File: src/verilog/chip_sel_pkg.sv
package chip_sel_pkg;
   localparam int          NPIN          = 12;
   // register index on the 6-bit register port
   localparam logic [5:0]  OFS_PFN_LO    = 6'h00;
   localparam logic [5:0]  OFS_PFN_HI    = 6'h01;
   localparam logic [5:0]  OFS_PDR       = 6'h02;
   localparam logic [5:0]  OFS_STAT      = 6'h03;
   localparam logic [1:0]  GRP_BASE      = 2'h1;
   localparam logic [1:0]  GRP_OPT       = 2'h2;
   // reset values and pin function write masks
   localparam logic [15:0] BOOT_BASE_RST = 16'h0007;
   localparam logic [15:0] BOOT_OPT_RST  = 16'h7b70;
   localparam logic [15:0] PFL_PARTIAL   = 16'h265a;
   localparam logic [15:0] PFL_FULL_FIX  = 16'h1556;
   localparam logic [15:0] PFL_SINGLE    = 16'h005f;
   localparam logic [15:0] PFH_PARTIAL   = 16'h02aa;
   localparam logic [15:0] PFH_FULL_FIX  = 16'h0155;
   localparam logic [15:0] PFH_SINGLE    = 16'h0300;
   localparam logic [15:0] PFL_WMASK     = 16'h37ff;
   localparam logic [15:0] PFH_WMASK     = 16'h03ff;
   // pin indices
   localparam int          PIN_EMUL      = 3;
   localparam int          PIN_FC1       = 5;
   localparam int          PIN_TOP       = 11;
   localparam int          PDR_FIRST     = 4;
   // pin function codes
   localparam logic [1:0]  FN_DISC       = 2'h0;
   localparam logic [1:0]  FN_ALT        = 2'h1;
   localparam logic [1:0]  FN_CS8        = 2'h2;
   localparam logic [1:0]  FN_CS16       = 2'h3;
   // option register field positions, ack codes, emulator ack limit, strap load delay and bus space codes
   localparam int          OPT_MODE      = 15;
   localparam int          OPT_BYTE      = 13;
   localparam int          OPT_RW        = 11;
   localparam int          OPT_STRB      = 10;
   localparam int          OPT_TRANSFER_SIZE_ACK     = 6;
   localparam int          OPT_SPACE     = 4;
   localparam int          OPT_IPL       = 1;
   localparam int          OPT_AUTOVECTOR_REQUEST      = 0;
   localparam logic [3:0]  TRANSFER_SIZE_ACK_FAST    = 4'he;
   localparam logic [3:0]  TRANSFER_SIZE_ACK_EXT     = 4'hf;
   localparam logic [3:0]  EMUL_ACK_LIM  = 4'h1;
   localparam logic [1:0]  INIT_CYC      = 2'h2;
   localparam logic [1:0]  SP_CPU        = 2'h0;
   localparam logic [1:0]  SP_USER       = 2'h1;
   localparam logic [1:0]  SP_SUPER      = 2'h2;

   typedef enum logic [1:0] {
      MODE_SINGLE  = 2'b00,
      MODE_PARTIAL = 2'b01,
      MODE_FULL    = 2'b10,
      MODE_EMUL    = 2'b11
   } op_mode_e;

   typedef enum logic {
      ACK_IDLE  = 1'b0,
      ACK_COUNT = 1'b1
   } ack_e;

   typedef struct packed {
      logic [15:0]       pfl;
      logic [15:0]       pfh;
      logic [6:0]        pdr;
      logic [11:0][15:0] base;
      logic [11:0][15:0] opt;
      logic [11:0]       size_set;
      logic [11:0]       sel_act;
      logic [11:0]       pin_level;
      logic [11:0]       pin_alt;
      logic [1:0]        init_cnt;
      logic              init_done;
      op_mode_e          mode;
      logic [15:0]       dsync1;
      logic [15:0]       dsync2;
      logic [1:0]        msync1;
      logic [1:0]        msync2;
      logic              as_prev;
      ack_e              ack;
      logic [3:0]        ack_cnt;
      logic [3:0]        ack_lim;
      logic              transfer_size_ack;
      logic              autovector_request;
      logic              mute;
      logic              slow_peripheral_clock;
      logic [7:0]        ecnt;
      logic [15:0]       rdata;
   } state_s;
endpackage : chip_sel_pkg

File: src/verilog/chip_select_unit.sv
// The register addresses and the plain strobed port are this design's own decisions.
module chip_select_unit #(
   parameter logic [7:0]  SLOW_PERIPHERAL_CLOCK_HALF = 8'h04,
   parameter logic [17:0] EMUL_PAGE = 18'h3ffe8
) (
   input  wire logic        clk_in,
   input  wire logic        rstn_in,
   input  wire logic [5:0]  reg_addr_in,
   input  wire logic [15:0] reg_wdata_in,
   input  wire logic        reg_wr_in,
   input  wire logic        reg_rd_in,
   output logic      [15:0] reg_rdata_out,
   input  wire logic [1:0]  mode_strap_in,
   input  wire logic [15:0] data_strap_in,
   input  wire logic        bus_as_in,
   input  wire logic        bus_ds_in,
   input  wire logic [23:0] bus_addr_in,
   input  wire logic [1:0]  bus_space_in,
   input  wire logic        bus_read_in,
   input  wire logic        bus_ube_in,
   input  wire logic        bus_lbe_in,
   output logic      [11:0] pin_level_out,
   output logic      [11:0] pin_alt_out,
   output logic             transfer_size_ack_out,
   output logic             autovector_request_out,
   output logic             module_mute_out
);
   import chip_sel_pkg::*;

   state_s st_reg;
   state_s st_next;

   function automatic logic blk_hit(input logic [15:0] base, input logic [23:0] a);
      logic [12:0] m;
      case (base[2:0])
         3'h0:    m = 13'h1fff;
         3'h1:    m = 13'h1ffc;
         3'h2:    m = 13'h1ff8;
         3'h3:    m = 13'h1fe0;
         3'h4:    m = 13'h1fc0;
         3'h5:    m = 13'h1f80;
         3'h6:    m = 13'h1f00;
         default: m = 13'h1e00;
      endcase
      return ((a[23:11] ^ base[15:3]) & m) == 13'h0000;
   endfunction : blk_hit

   function automatic logic attr_hit(input logic [15:0] o, input logic [1:0] sp, input logic rd,
                                     input logic [2:0] lvl, input logic ub, input logic lb,
                                     input logic wide);
      logic sp_ok;
      logic rw_ok;
      logic by_ok;
      case (o[OPT_SPACE+:2])
         2'h0:    sp_ok = (sp == SP_CPU) && (o[OPT_IPL+:3] == 3'h0 || o[OPT_IPL+:3] == lvl);
         2'h1:    sp_ok = (sp == SP_USER);
         2'h2:    sp_ok = (sp == SP_SUPER);
         default: sp_ok = (sp != SP_CPU);
      endcase
      rw_ok = rd ? o[OPT_RW] : o[OPT_RW+1];
      by_ok = !wide || (o[OPT_BYTE] && lb) || (o[OPT_BYTE+1] && ub);
      return sp_ok && rw_ok && by_ok;
   endfunction : attr_hit

   function automatic logic [1:0] pin_fn(input logic [15:0] lo, input logic [15:0] hi, input int i);
      if (i == PIN_FC1) begin
         return lo[10] ? FN_ALT : FN_DISC;
      end else if (i < PIN_FC1) begin
         return lo[2*i+:2];
      end else if (i == PIN_FC1 + 1) begin
         return lo[13:12];
      end else begin
         return hi[2*(i-7)+:2];
      end
   endfunction : pin_fn

   logic [11:0] cand;
   logic        emul_hit;
   logic        emul_go;
   logic        as_rise;

   always_comb begin
      logic [1:0]  fld;
      logic        strobe;
      logic        match;
      logic [15:0] full_lo;
      logic [15:0] full_hi;
      int          pick;
      logic [11:0] pdr_pins;
      fld = FN_DISC;
      strobe = 1'b0;
      match = 1'b0;
      full_lo = PFL_FULL_FIX;
      full_hi = PFH_FULL_FIX;
      pick = -1;
      // discrete levels by pin index; low pins and top pin stay high here
      pdr_pins = {1'b1, st_reg.pdr, {PDR_FIRST{1'b1}}};
      st_next = st_reg;
      cand = '0;
      st_next.transfer_size_ack = 1'b0;
      st_next.autovector_request = 1'b0;
      st_next.rdata = 16'h0000;
      st_next.as_prev = bus_as_in;
      as_rise = bus_as_in && !st_reg.as_prev;

      // strap synchronisers and load after release
      st_next.dsync1 = data_strap_in;
      st_next.dsync2 = st_reg.dsync1;
      st_next.msync1 = mode_strap_in;
      st_next.msync2 = st_reg.msync1;
      if (!st_reg.init_done) begin
         if (st_reg.init_cnt == INIT_CYC) begin
            st_next.init_done = 1'b1;
            st_next.mode = op_mode_e'(st_reg.msync2);
            full_lo[13] = st_reg.dsync2[2];
            full_lo[9] = st_reg.dsync2[2];
            full_lo[7] = st_reg.dsync2[10];
            full_lo[5] = st_reg.dsync2[10];
            full_lo[3] = st_reg.dsync2[2];
            full_lo[0] = st_reg.dsync2[0];
            full_hi[9] = st_reg.dsync2[7];
            full_hi[7] = st_reg.dsync2[6];
            full_hi[5] = st_reg.dsync2[5];
            full_hi[3] = st_reg.dsync2[4];
            full_hi[1] = st_reg.dsync2[3];
            case (op_mode_e'(st_reg.msync2))
               MODE_SINGLE: begin
                  st_next.pfl = PFL_SINGLE;
                  st_next.pfh = PFH_SINGLE;
                  st_next.size_set = '1;
               end
               MODE_PARTIAL: begin
                  st_next.pfl = PFL_PARTIAL;
                  st_next.pfh = PFH_PARTIAL;
                  st_next.size_set = 12'h001;
               end
               default: begin
                  st_next.pfl = full_lo;
                  st_next.pfh = full_hi;
                  st_next.size_set = 12'h001;
               end
            endcase
         end else begin
            st_next.init_cnt = st_reg.init_cnt + 2'h1;
         end
      end

      // slow peripheral clock divider
      if (st_reg.ecnt == SLOW_PERIPHERAL_CLOCK_HALF - 8'h01) begin
         st_next.ecnt = 8'h00;
         st_next.slow_peripheral_clock = !st_reg.slow_peripheral_clock;
      end else begin
         st_next.ecnt = st_reg.ecnt + 8'h01;
      end

      // register port
      if (reg_wr_in) begin
         if (reg_addr_in == OFS_PFN_LO) begin
            st_next.pfl = reg_wdata_in & PFL_WMASK;
            st_next.size_set[6:0] = '1;
         end else if (reg_addr_in == OFS_PFN_HI) begin
            st_next.pfh = reg_wdata_in & PFH_WMASK;
            st_next.size_set[11:7] = '1;
         end else if (reg_addr_in == OFS_PDR) begin
            st_next.pdr = reg_wdata_in[6:0];
         end else if (reg_addr_in[5:4] == GRP_BASE && reg_addr_in[3:0] < 4'hc) begin
            st_next.base[reg_addr_in[3:0]] = reg_wdata_in;
         end else if (reg_addr_in[5:4] == GRP_OPT && reg_addr_in[3:0] < 4'hc) begin
            st_next.opt[reg_addr_in[3:0]] = reg_wdata_in;
         end
      end
      if (reg_rd_in) begin
         if (reg_addr_in == OFS_PFN_LO) begin
            st_next.rdata = st_reg.pfl;
         end else if (reg_addr_in == OFS_PFN_HI) begin
            st_next.rdata = st_reg.pfh;
         end else if (reg_addr_in == OFS_PDR) begin
            st_next.rdata = {9'h000, st_reg.pdr};
         end else if (reg_addr_in == OFS_STAT) begin
            st_next.rdata = {st_reg.sel_act, st_reg.ack, st_reg.init_done, st_reg.mode};
         end else if (reg_addr_in[5:4] == GRP_BASE && reg_addr_in[3:0] < 4'hc) begin
            st_next.rdata = st_reg.base[reg_addr_in[3:0]];
         end else if (reg_addr_in[5:4] == GRP_OPT && reg_addr_in[3:0] < 4'hc) begin
            st_next.rdata = st_reg.opt[reg_addr_in[3:0]];
         end
      end

      // emulator select: pin field only, no base or option
      emul_hit = (st_reg.mode == MODE_EMUL) && st_reg.init_done && bus_as_in
                 && (bus_addr_in[23:6] == EMUL_PAGE);
      emul_go = as_rise && emul_hit;
      st_next.mute = emul_hit;

      // per-pin matching, each circuit independent
      for (int i = 0; i < NPIN; i++) begin
         fld = pin_fn(st_reg.pfl, st_reg.pfh, i);
         strobe = st_reg.opt[i][OPT_STRB] ? bus_ds_in : bus_as_in;
         match = fld[1] && i != PIN_EMUL && i != PIN_FC1 && st_reg.init_done && st_reg.size_set[i]
                 && blk_hit(st_reg.base[i], bus_addr_in)
                 && attr_hit(st_reg.opt[i], bus_space_in, bus_read_in, bus_addr_in[3:1],
                             bus_ube_in, bus_lbe_in, fld == FN_CS16);
         cand[i] = match && bus_as_in;
         st_next.sel_act[i] = match && strobe
                              && (!st_reg.opt[i][OPT_MODE] || st_reg.slow_peripheral_clock);
         if (i == PIN_EMUL) begin
            st_next.sel_act[i] = fld[1] && emul_hit;
         end
         st_next.pin_alt[i] = (fld == FN_ALT);
         case (fld)
            FN_DISC: begin
               if (i == PIN_TOP) begin
                  st_next.pin_level[i] = st_reg.slow_peripheral_clock;
               end else begin
                  st_next.pin_level[i] = pdr_pins[i];
               end
            end
            FN_ALT: begin
               st_next.pin_level[i] = 1'b1;
            end
            default: begin
               st_next.pin_level[i] = !st_next.sel_act[i];
            end
         endcase
      end

      // lowest matching asynchronous circuit owns the ack
      for (int i = NPIN - 1; i >= 0; i--) begin
         if (cand[i] && !st_reg.opt[i][OPT_MODE]) begin
            pick = i;
         end
      end

      // shared acknowledge generator
      case (st_reg.ack)
         ACK_IDLE: begin
            if (emul_go) begin
               st_next.ack = ACK_COUNT;
               st_next.ack_cnt = 4'h1;
               st_next.ack_lim = EMUL_ACK_LIM;
            end else if (as_rise && pick >= 0) begin
               if (st_reg.opt[pick][OPT_AUTOVECTOR_REQUEST] && bus_space_in == SP_CPU) begin
                  st_next.autovector_request = 1'b1;
               end else if (st_reg.opt[pick][OPT_TRANSFER_SIZE_ACK+:4] == TRANSFER_SIZE_ACK_FAST) begin
                  st_next.transfer_size_ack = 1'b1;
               end else if (st_reg.opt[pick][OPT_TRANSFER_SIZE_ACK+:4] != TRANSFER_SIZE_ACK_EXT) begin
                  st_next.ack = ACK_COUNT;
                  st_next.ack_cnt = 4'h1;
                  st_next.ack_lim = st_reg.opt[pick][OPT_TRANSFER_SIZE_ACK+:4] + 4'h1;
               end
            end
         end
         ACK_COUNT: begin
            if (!bus_as_in) begin
               st_next.ack = ACK_IDLE;
            end else if (st_reg.ack_cnt == st_reg.ack_lim) begin
               st_next.transfer_size_ack = 1'b1;
               st_next.ack = ACK_IDLE;
            end else begin
               st_next.ack_cnt = st_reg.ack_cnt + 4'h1;
            end
         end
         default: begin
            st_next.ack = ACK_IDLE;
         end
      endcase
   end

   always_ff @(posedge clk_in or negedge rstn_in) begin
      if (!rstn_in) begin
         st_reg <= '0;
         st_reg.pin_level <= '1;
         st_reg.base[0] <= BOOT_BASE_RST;
         st_reg.opt[0] <= BOOT_OPT_RST;
      end else begin
         st_reg <= st_next;
      end
   end

   assign reg_rdata_out = st_reg.rdata;
   assign pin_level_out = st_reg.pin_level;
   assign pin_alt_out = st_reg.pin_alt;
   assign transfer_size_ack_out = st_reg.transfer_size_ack;
   assign autovector_request_out = st_reg.autovector_request;
   assign module_mute_out = st_reg.mute;
endmodule : chip_select_unit
File: config.mk
export PLATFORM = sky130hd
export DESIGN_NAME = chip_select_unit
export DESIGN_NICKNAME = d
export VERILOG_FILES = /design/src/verilog/chip_sel_pkg.sv /design/src/verilog/chip_select_unit.sv
export SDC_FILE = /design/constraint.sdc
export NUM_CORES = 1
export LEC_CHECK = 0
export BUFFER_PORTS_ARGS = -buffer_cell sky130_fd_sc_hd__buf_2
export CAP_MARGIN = 20
export CORE_ASPECT_RATIO = 1.25
export CORE_MARGIN = 5
export CORE_UTILIZATION = 25
export CTS_BUF_LIST = sky130_fd_sc_hd__clkbuf_4 sky130_fd_sc_hd__clkbuf_8 sky130_fd_sc_hd__clkbuf_16
export DETAILED_ROUTE_END_ITERATION = 16
export GPL_ROUTABILITY_DRIVEN = 1
export PLACE_DENSITY = 0.47
export RECOVER_POWER = 50
export SETUP_SLACK_MARGIN = 0.5
export SLEW_MARGIN = 20
export SYNTH_ARGS = -nofsm -noshare
export SYNTH_HDL_FRONTEND = slang
export SYNTH_SLANG_ARGS = --single-unit
File: constraint.sdc
create_clock -name clk_in -period 4.5 [get_ports clk_in]
set_input_delay 0 -clock clk_in [delete_from_list [all_inputs] [get_ports clk_in]]
set_output_delay 0 -clock clk_in [all_outputs]
set_load 0.01 [all_outputs]
[After elaboration in Yosys (flattened, before gate mapping)]
Cells that the tools add are included.
Word-level totals
  word-level logic and storage cells: 621
  register bits after elaboration: 539
  output and inout bits: 43
Cells by class
  add/subtract/negate cells: 4
  magnitude comparators: 5
  reduce and logical (&&, ||, !) cells: 283
  mux-type cells: 119
  bitwise logic cells: 27
  equal/unequal tests: 135
Operators by type and width (number)
  $pmux 9 s7: 10
  $mux 192: 3
  $mux 435: 1
  $mux 412: 1
  $mux 391: 1
  $bwmux 192: 2
  $mux 32: 12
  $mux 384: 1
  $bmux 16 s4: 3
  $mux 16: 12
  $logic_and 1x1->1: 141
  $and 13x13->13: 10
  $logic_not 13->1: 10
  $xor 13x13->13: 10
  $eq 3x3->1 const B: 30
  $demux 16 s4: 1
  $eq 3x2->1 const B: 20
  $logic_not 3->1: 20
  $pmux 30 s2: 1
  $eq 2x1->1 const B: 24
  $eq 2x2->1 const B: 24
  $logic_not 2->1: 24
  $logic_or 1x1->1: 40
  $mux 12: 3
  other kinds (42): 169

[Logic depth before layout (Yosys ltp)]
  depth in word-level cells: 29
  mapped depth: 20
  depth with buffers taken out: 17

[Worst setup path after synthesis]
OpenSTA, ideal clock, no wires.
  kind: reg2reg
  start point: reg with a tool-made name
  end point: reg st_reg[35] (netlist bit)
  period minus slack after synthesis: 4.229 ns
  required time: 4.418 ns
  path slack: 0.271 ns
  arrival time: 4.146 ns
  cell stages (with the launch flop): 18
  path through: dfrtp_1 xor2_1 nor4_2 nand2_1 or4b_4 a311oi_4 nor3_1 a221o_1 buf_6 buf_4 mux2_2 o21ai_0 o22ai_1 ha_1 nor2_1 o311a_1 or3_4 a22oi_2
RTL lines
  end signal, assigned: line chip_select_unit.sv:275  | st_reg <= st_next;
  end, declared: line chip_select_unit.sv:30  | state_s st_reg;

==> results.md <==
* Top Ports at between 100 and 150
* P per Cell Area at approximately 390 mW/mm²
* Post-Syn Instances at between 2k and 2.5k
* Via density at between 5 and 6
* Asr flop ratio synth at between 90% and 100%
* Cell Rows at approximately 140
* Clock power share at approximately two fifths
* H-tree lvl count at 2
* Fin crit share at 98.39%
* Relative slew slack at -80.18%
* CTS max path bufs at 3
* Detailed placer's ending HPWL at 80280 µm
* Clock Latency Late Sink at 650 ps
* Distinct cells, synth at 93
* Switch share at between 20% and 30%
* Worst setup margin at 72.37 ps
* P_int at approximately 9.7 mW
* Post-Route WL at ~110000 µm
* Die W at roughly 310 µm
* Crit path time final at 4428 ps
* Worst Path Class, Setup: flop to flop
* Height of the die at roughly 390 µm
* Leak at between 15 and 20 nW
* Port bufs at about 110
* Die area at between 0.1 and 0.15 mm²
* Crit path largest cell delay at 500 ps
* Violated checks: capacitance limit, slew limit
* Syn Area/Cell at about 12 µm²
* Slowest-stage cell, CP: dfrtp_1
* Worst path cell trace: nand3_1 > a32oi_1 > nand3_1 > or3_1 > a211oi_2 > buf_4 > nor3_2 > a221o_1 > buf_12 > mux2_4 > nor2_4 > a21oi_2 > a211oi_2 > ha_2 > nor2_4 > o311a_4 > or3_4 > a22oi_2
* Setup tns final at 0 ps
* Share of layout cells above drive strength 1 at between 30% and 40%
* Status: complete, but fails checks
* Starting Density at around a quarter
* Area of the mapped netlist at 0.02867 mm²
* Max-cap viol count at 1
* Clock sink count at between 500 and 600
* Ys flop type: dfrtp_1
* RePlAce Congestion at between 0.9 and 1
* GR Util met1 at a little under a quarter
* NumNets Final at between 2k and 3k
* Count of pins over their slew limit at 94
* Area contributors post-synth: dfrtp_1, mux2_2, mux4_2
* Overflow after GRT at 0
* First-pass GRT wire length at 159700 µm
* Reg power frac at a little over two fifths
* Vias in the first global route at between 20k and 25k
* Root Driver: clkbuf_16
* GRT Util Overall at ~18%
* Worst EP required at 5080 ps
* Detail Route Antenna Nets at 0
* GR Layer Usage met3 at 2.543%
* Largest area contributor in the netlist: dfrtp_1
* Setup crit start kind: flop
* CP arrival at roughly 5000 ps
* Synth top area share at between 40 and 50%
* Hold Crit Class: input pin to flop
* Synth warn at 0
* Final hold vios at 0
* Crit Path Max Fanout at 6
* DRC violations left at 0
* Initial antenna violation count at 14
* Worst VDD drop at 279.5 µV
* Setup slack after placement at -57.31 ps
* CTS buffer count at between 60 and 70
* Initial drt markers at 1527
* Final setup viols at 0
* Logic pwr share at between 10% and 20%
* Core area at approximately 0.11 mm²
* Largest net degree at the start of global routing at around 110
* Layout filler cell count at roughly 12k
* P&R area growth vs syn at 20.51%
* #FFs+latches synth at between 500 and 600
* Worst-path clk slew at roughly 70 ps
* Fmax at 0.2259 GHz
* Number of enable flip-flop cells after synthesis at 0
* Worst setup EP type: flop
* Clock skew at 36.92 ps
* Sequential area share after synthesis at roughly 46%
* CTS tree: yes
* Grt peak-use layer: met2
* RSZ-0062 raised after global routing: yes
* Sw power at around 4.0 mW
* Avg WL per Cell at approximately 27 µm
* Slew @ Worst Pin at roughly 2700 ps
* Grt met2 use at approximately 30%
* DR vias at 21.02k
* Post-Synthesis Net Count at 2479
* Detailed Routing Iterations Pass 1 at 5
-- cells in the mapped netlist, types with 24 or more instances --
cell type,number
a21oi_1,46
a22oi_1,41
buf_4,47
clkbuf_1,120
dfrtp_1,507
dfstp_2,24
inv_1,32
mux2_2,400
mux2i_1,93
mux4_2,96
nand2_1,169
nand3_1,39
nor2_1,82
nor4_1,33
o21ai_0,115
xnor2_1,61
xor2_1,93
-- kinds of logic after synthesis --
group,count (synthesis),share of synthesized area (%)
mux,595,26.75
flops,531,46.45
simple gates,496,8.832
compound gates,375,9.046
buf+inv,243,4.006
xor+xnor,154,4.704
fa+ha+maj,5,0.2182
-- per-layer routing --
layer / part of all wire [%] / vias up
met5: 0.062 / -
met4: 4.3 / 10
met3: 4.9 / 182
met2: 48 / 634
met1: 43 / 11010
li1: - / 9186
-- metrics by stage --
step	instance area [µm²]	power (mW)	util (%)	std cells	hold WS [ps]
4_1_cts	34320	13.73	29.99	4121	17.85
6_report	34550	13.64	30.20	4129	80.52
3_3_place_gp	31550	8.276	27.57	3957	108.5
3_5_place_dp	31560	8.305	27.58	3958	109.4
5_1_grt	34540	14.18	30.18	4124	59.77
2_1_floorplan	28700	7.208	-	2399	-295.6
-- power by group through the flow --
| stage | Clock, mW | Combinational (mW) | Sequential, mW |
|---|---|---|---|
| 6_report | 5.32 | 2.44 | 5.88 |
| 5_1_grt | 5.62 | 2.62 | 5.93 |
| 4_1_cts | 5.45 | 2.43 | 5.86 |
| 3_5_place_dp | 0 | 2.37 | 5.94 |
| 3_3_place_gp | 0 | 2.34 | 5.93 |
| 2_1_floorplan | 0 | 1.49 | 5.72 |
-- area by class of cell --
| class | count | area (µm²) | area share, % |
|---|---|---|---|
| antenna | 6 | 15.01 | 0.04345 |
| clock inverter | 22 | 254.0 | 0.7351 |
| tap | 1480 | 1852 | 5.359 |
| clock buffer | 93 | 1902 | 5.504 |
| inverter | 34 | 127.6 | 0.3693 |
| timing repair buffer | 338 | 2524 | 7.303 |
| multi-input combinational | 1625 | 14560 | 42.13 |
| sequential | 531 | 13320 | 38.56 |
-- timing repair --
action,CTS,global route
resized for setup,27,39
endpoints found under the hold margin,217,0
setup buffers,4,2
setup endpoints to repair,11,11
cloned,0,0
hold buffers,44,0
pin swaps,10,14
-- critical path, delay by kind of cell (launching register included) --
kind | cells | cell delay [ps]
AOI/OAI and AO/OA | 7 | 1650
adders and majority gates | 1 | 270
buffers and inverters | 2 | 330
DFF | 1 | 500
muxes | 1 | 310
and+or+nand+nor | 7 | 1330
-- final timing paths --
check	start	end	slack (ps)	cells after the start
max	flop	st_reg[35]	70	18
min	reg_wr_in	st_reg[529]	80	4
min reg2reg	st_next[48]	st_reg[48]	350	0
max in group asynchronous	rstn_in	st_reg[117]	1830	3
min in group asynchronous	rstn_in	asynchronous set/reset pin	670	2
max reg2reg	flop	st_reg[35]	70	18
-- layout by cell type, fill, tap and decap left out, types with 44 or more instances in the layout --
| cell type | n |
|---|---|
| mux2i_1 | 91 |
| xor2_1 | 93 |
| clkbuf_16 | 63 |
| nor2_1 | 72 |
| dlygate4sd3_1 | 44 |
| mux2_2 | 399 |
| mux4_2 | 96 |
| xnor2_1 | 58 |
| o21ai_0 | 109 |
| nand2_1 | 169 |
| buf_4 | 174 |
| buf_2 | 103 |
| dfrtp_1 | 503 |
Note: power is estimated with default switching activity, not from simulation.
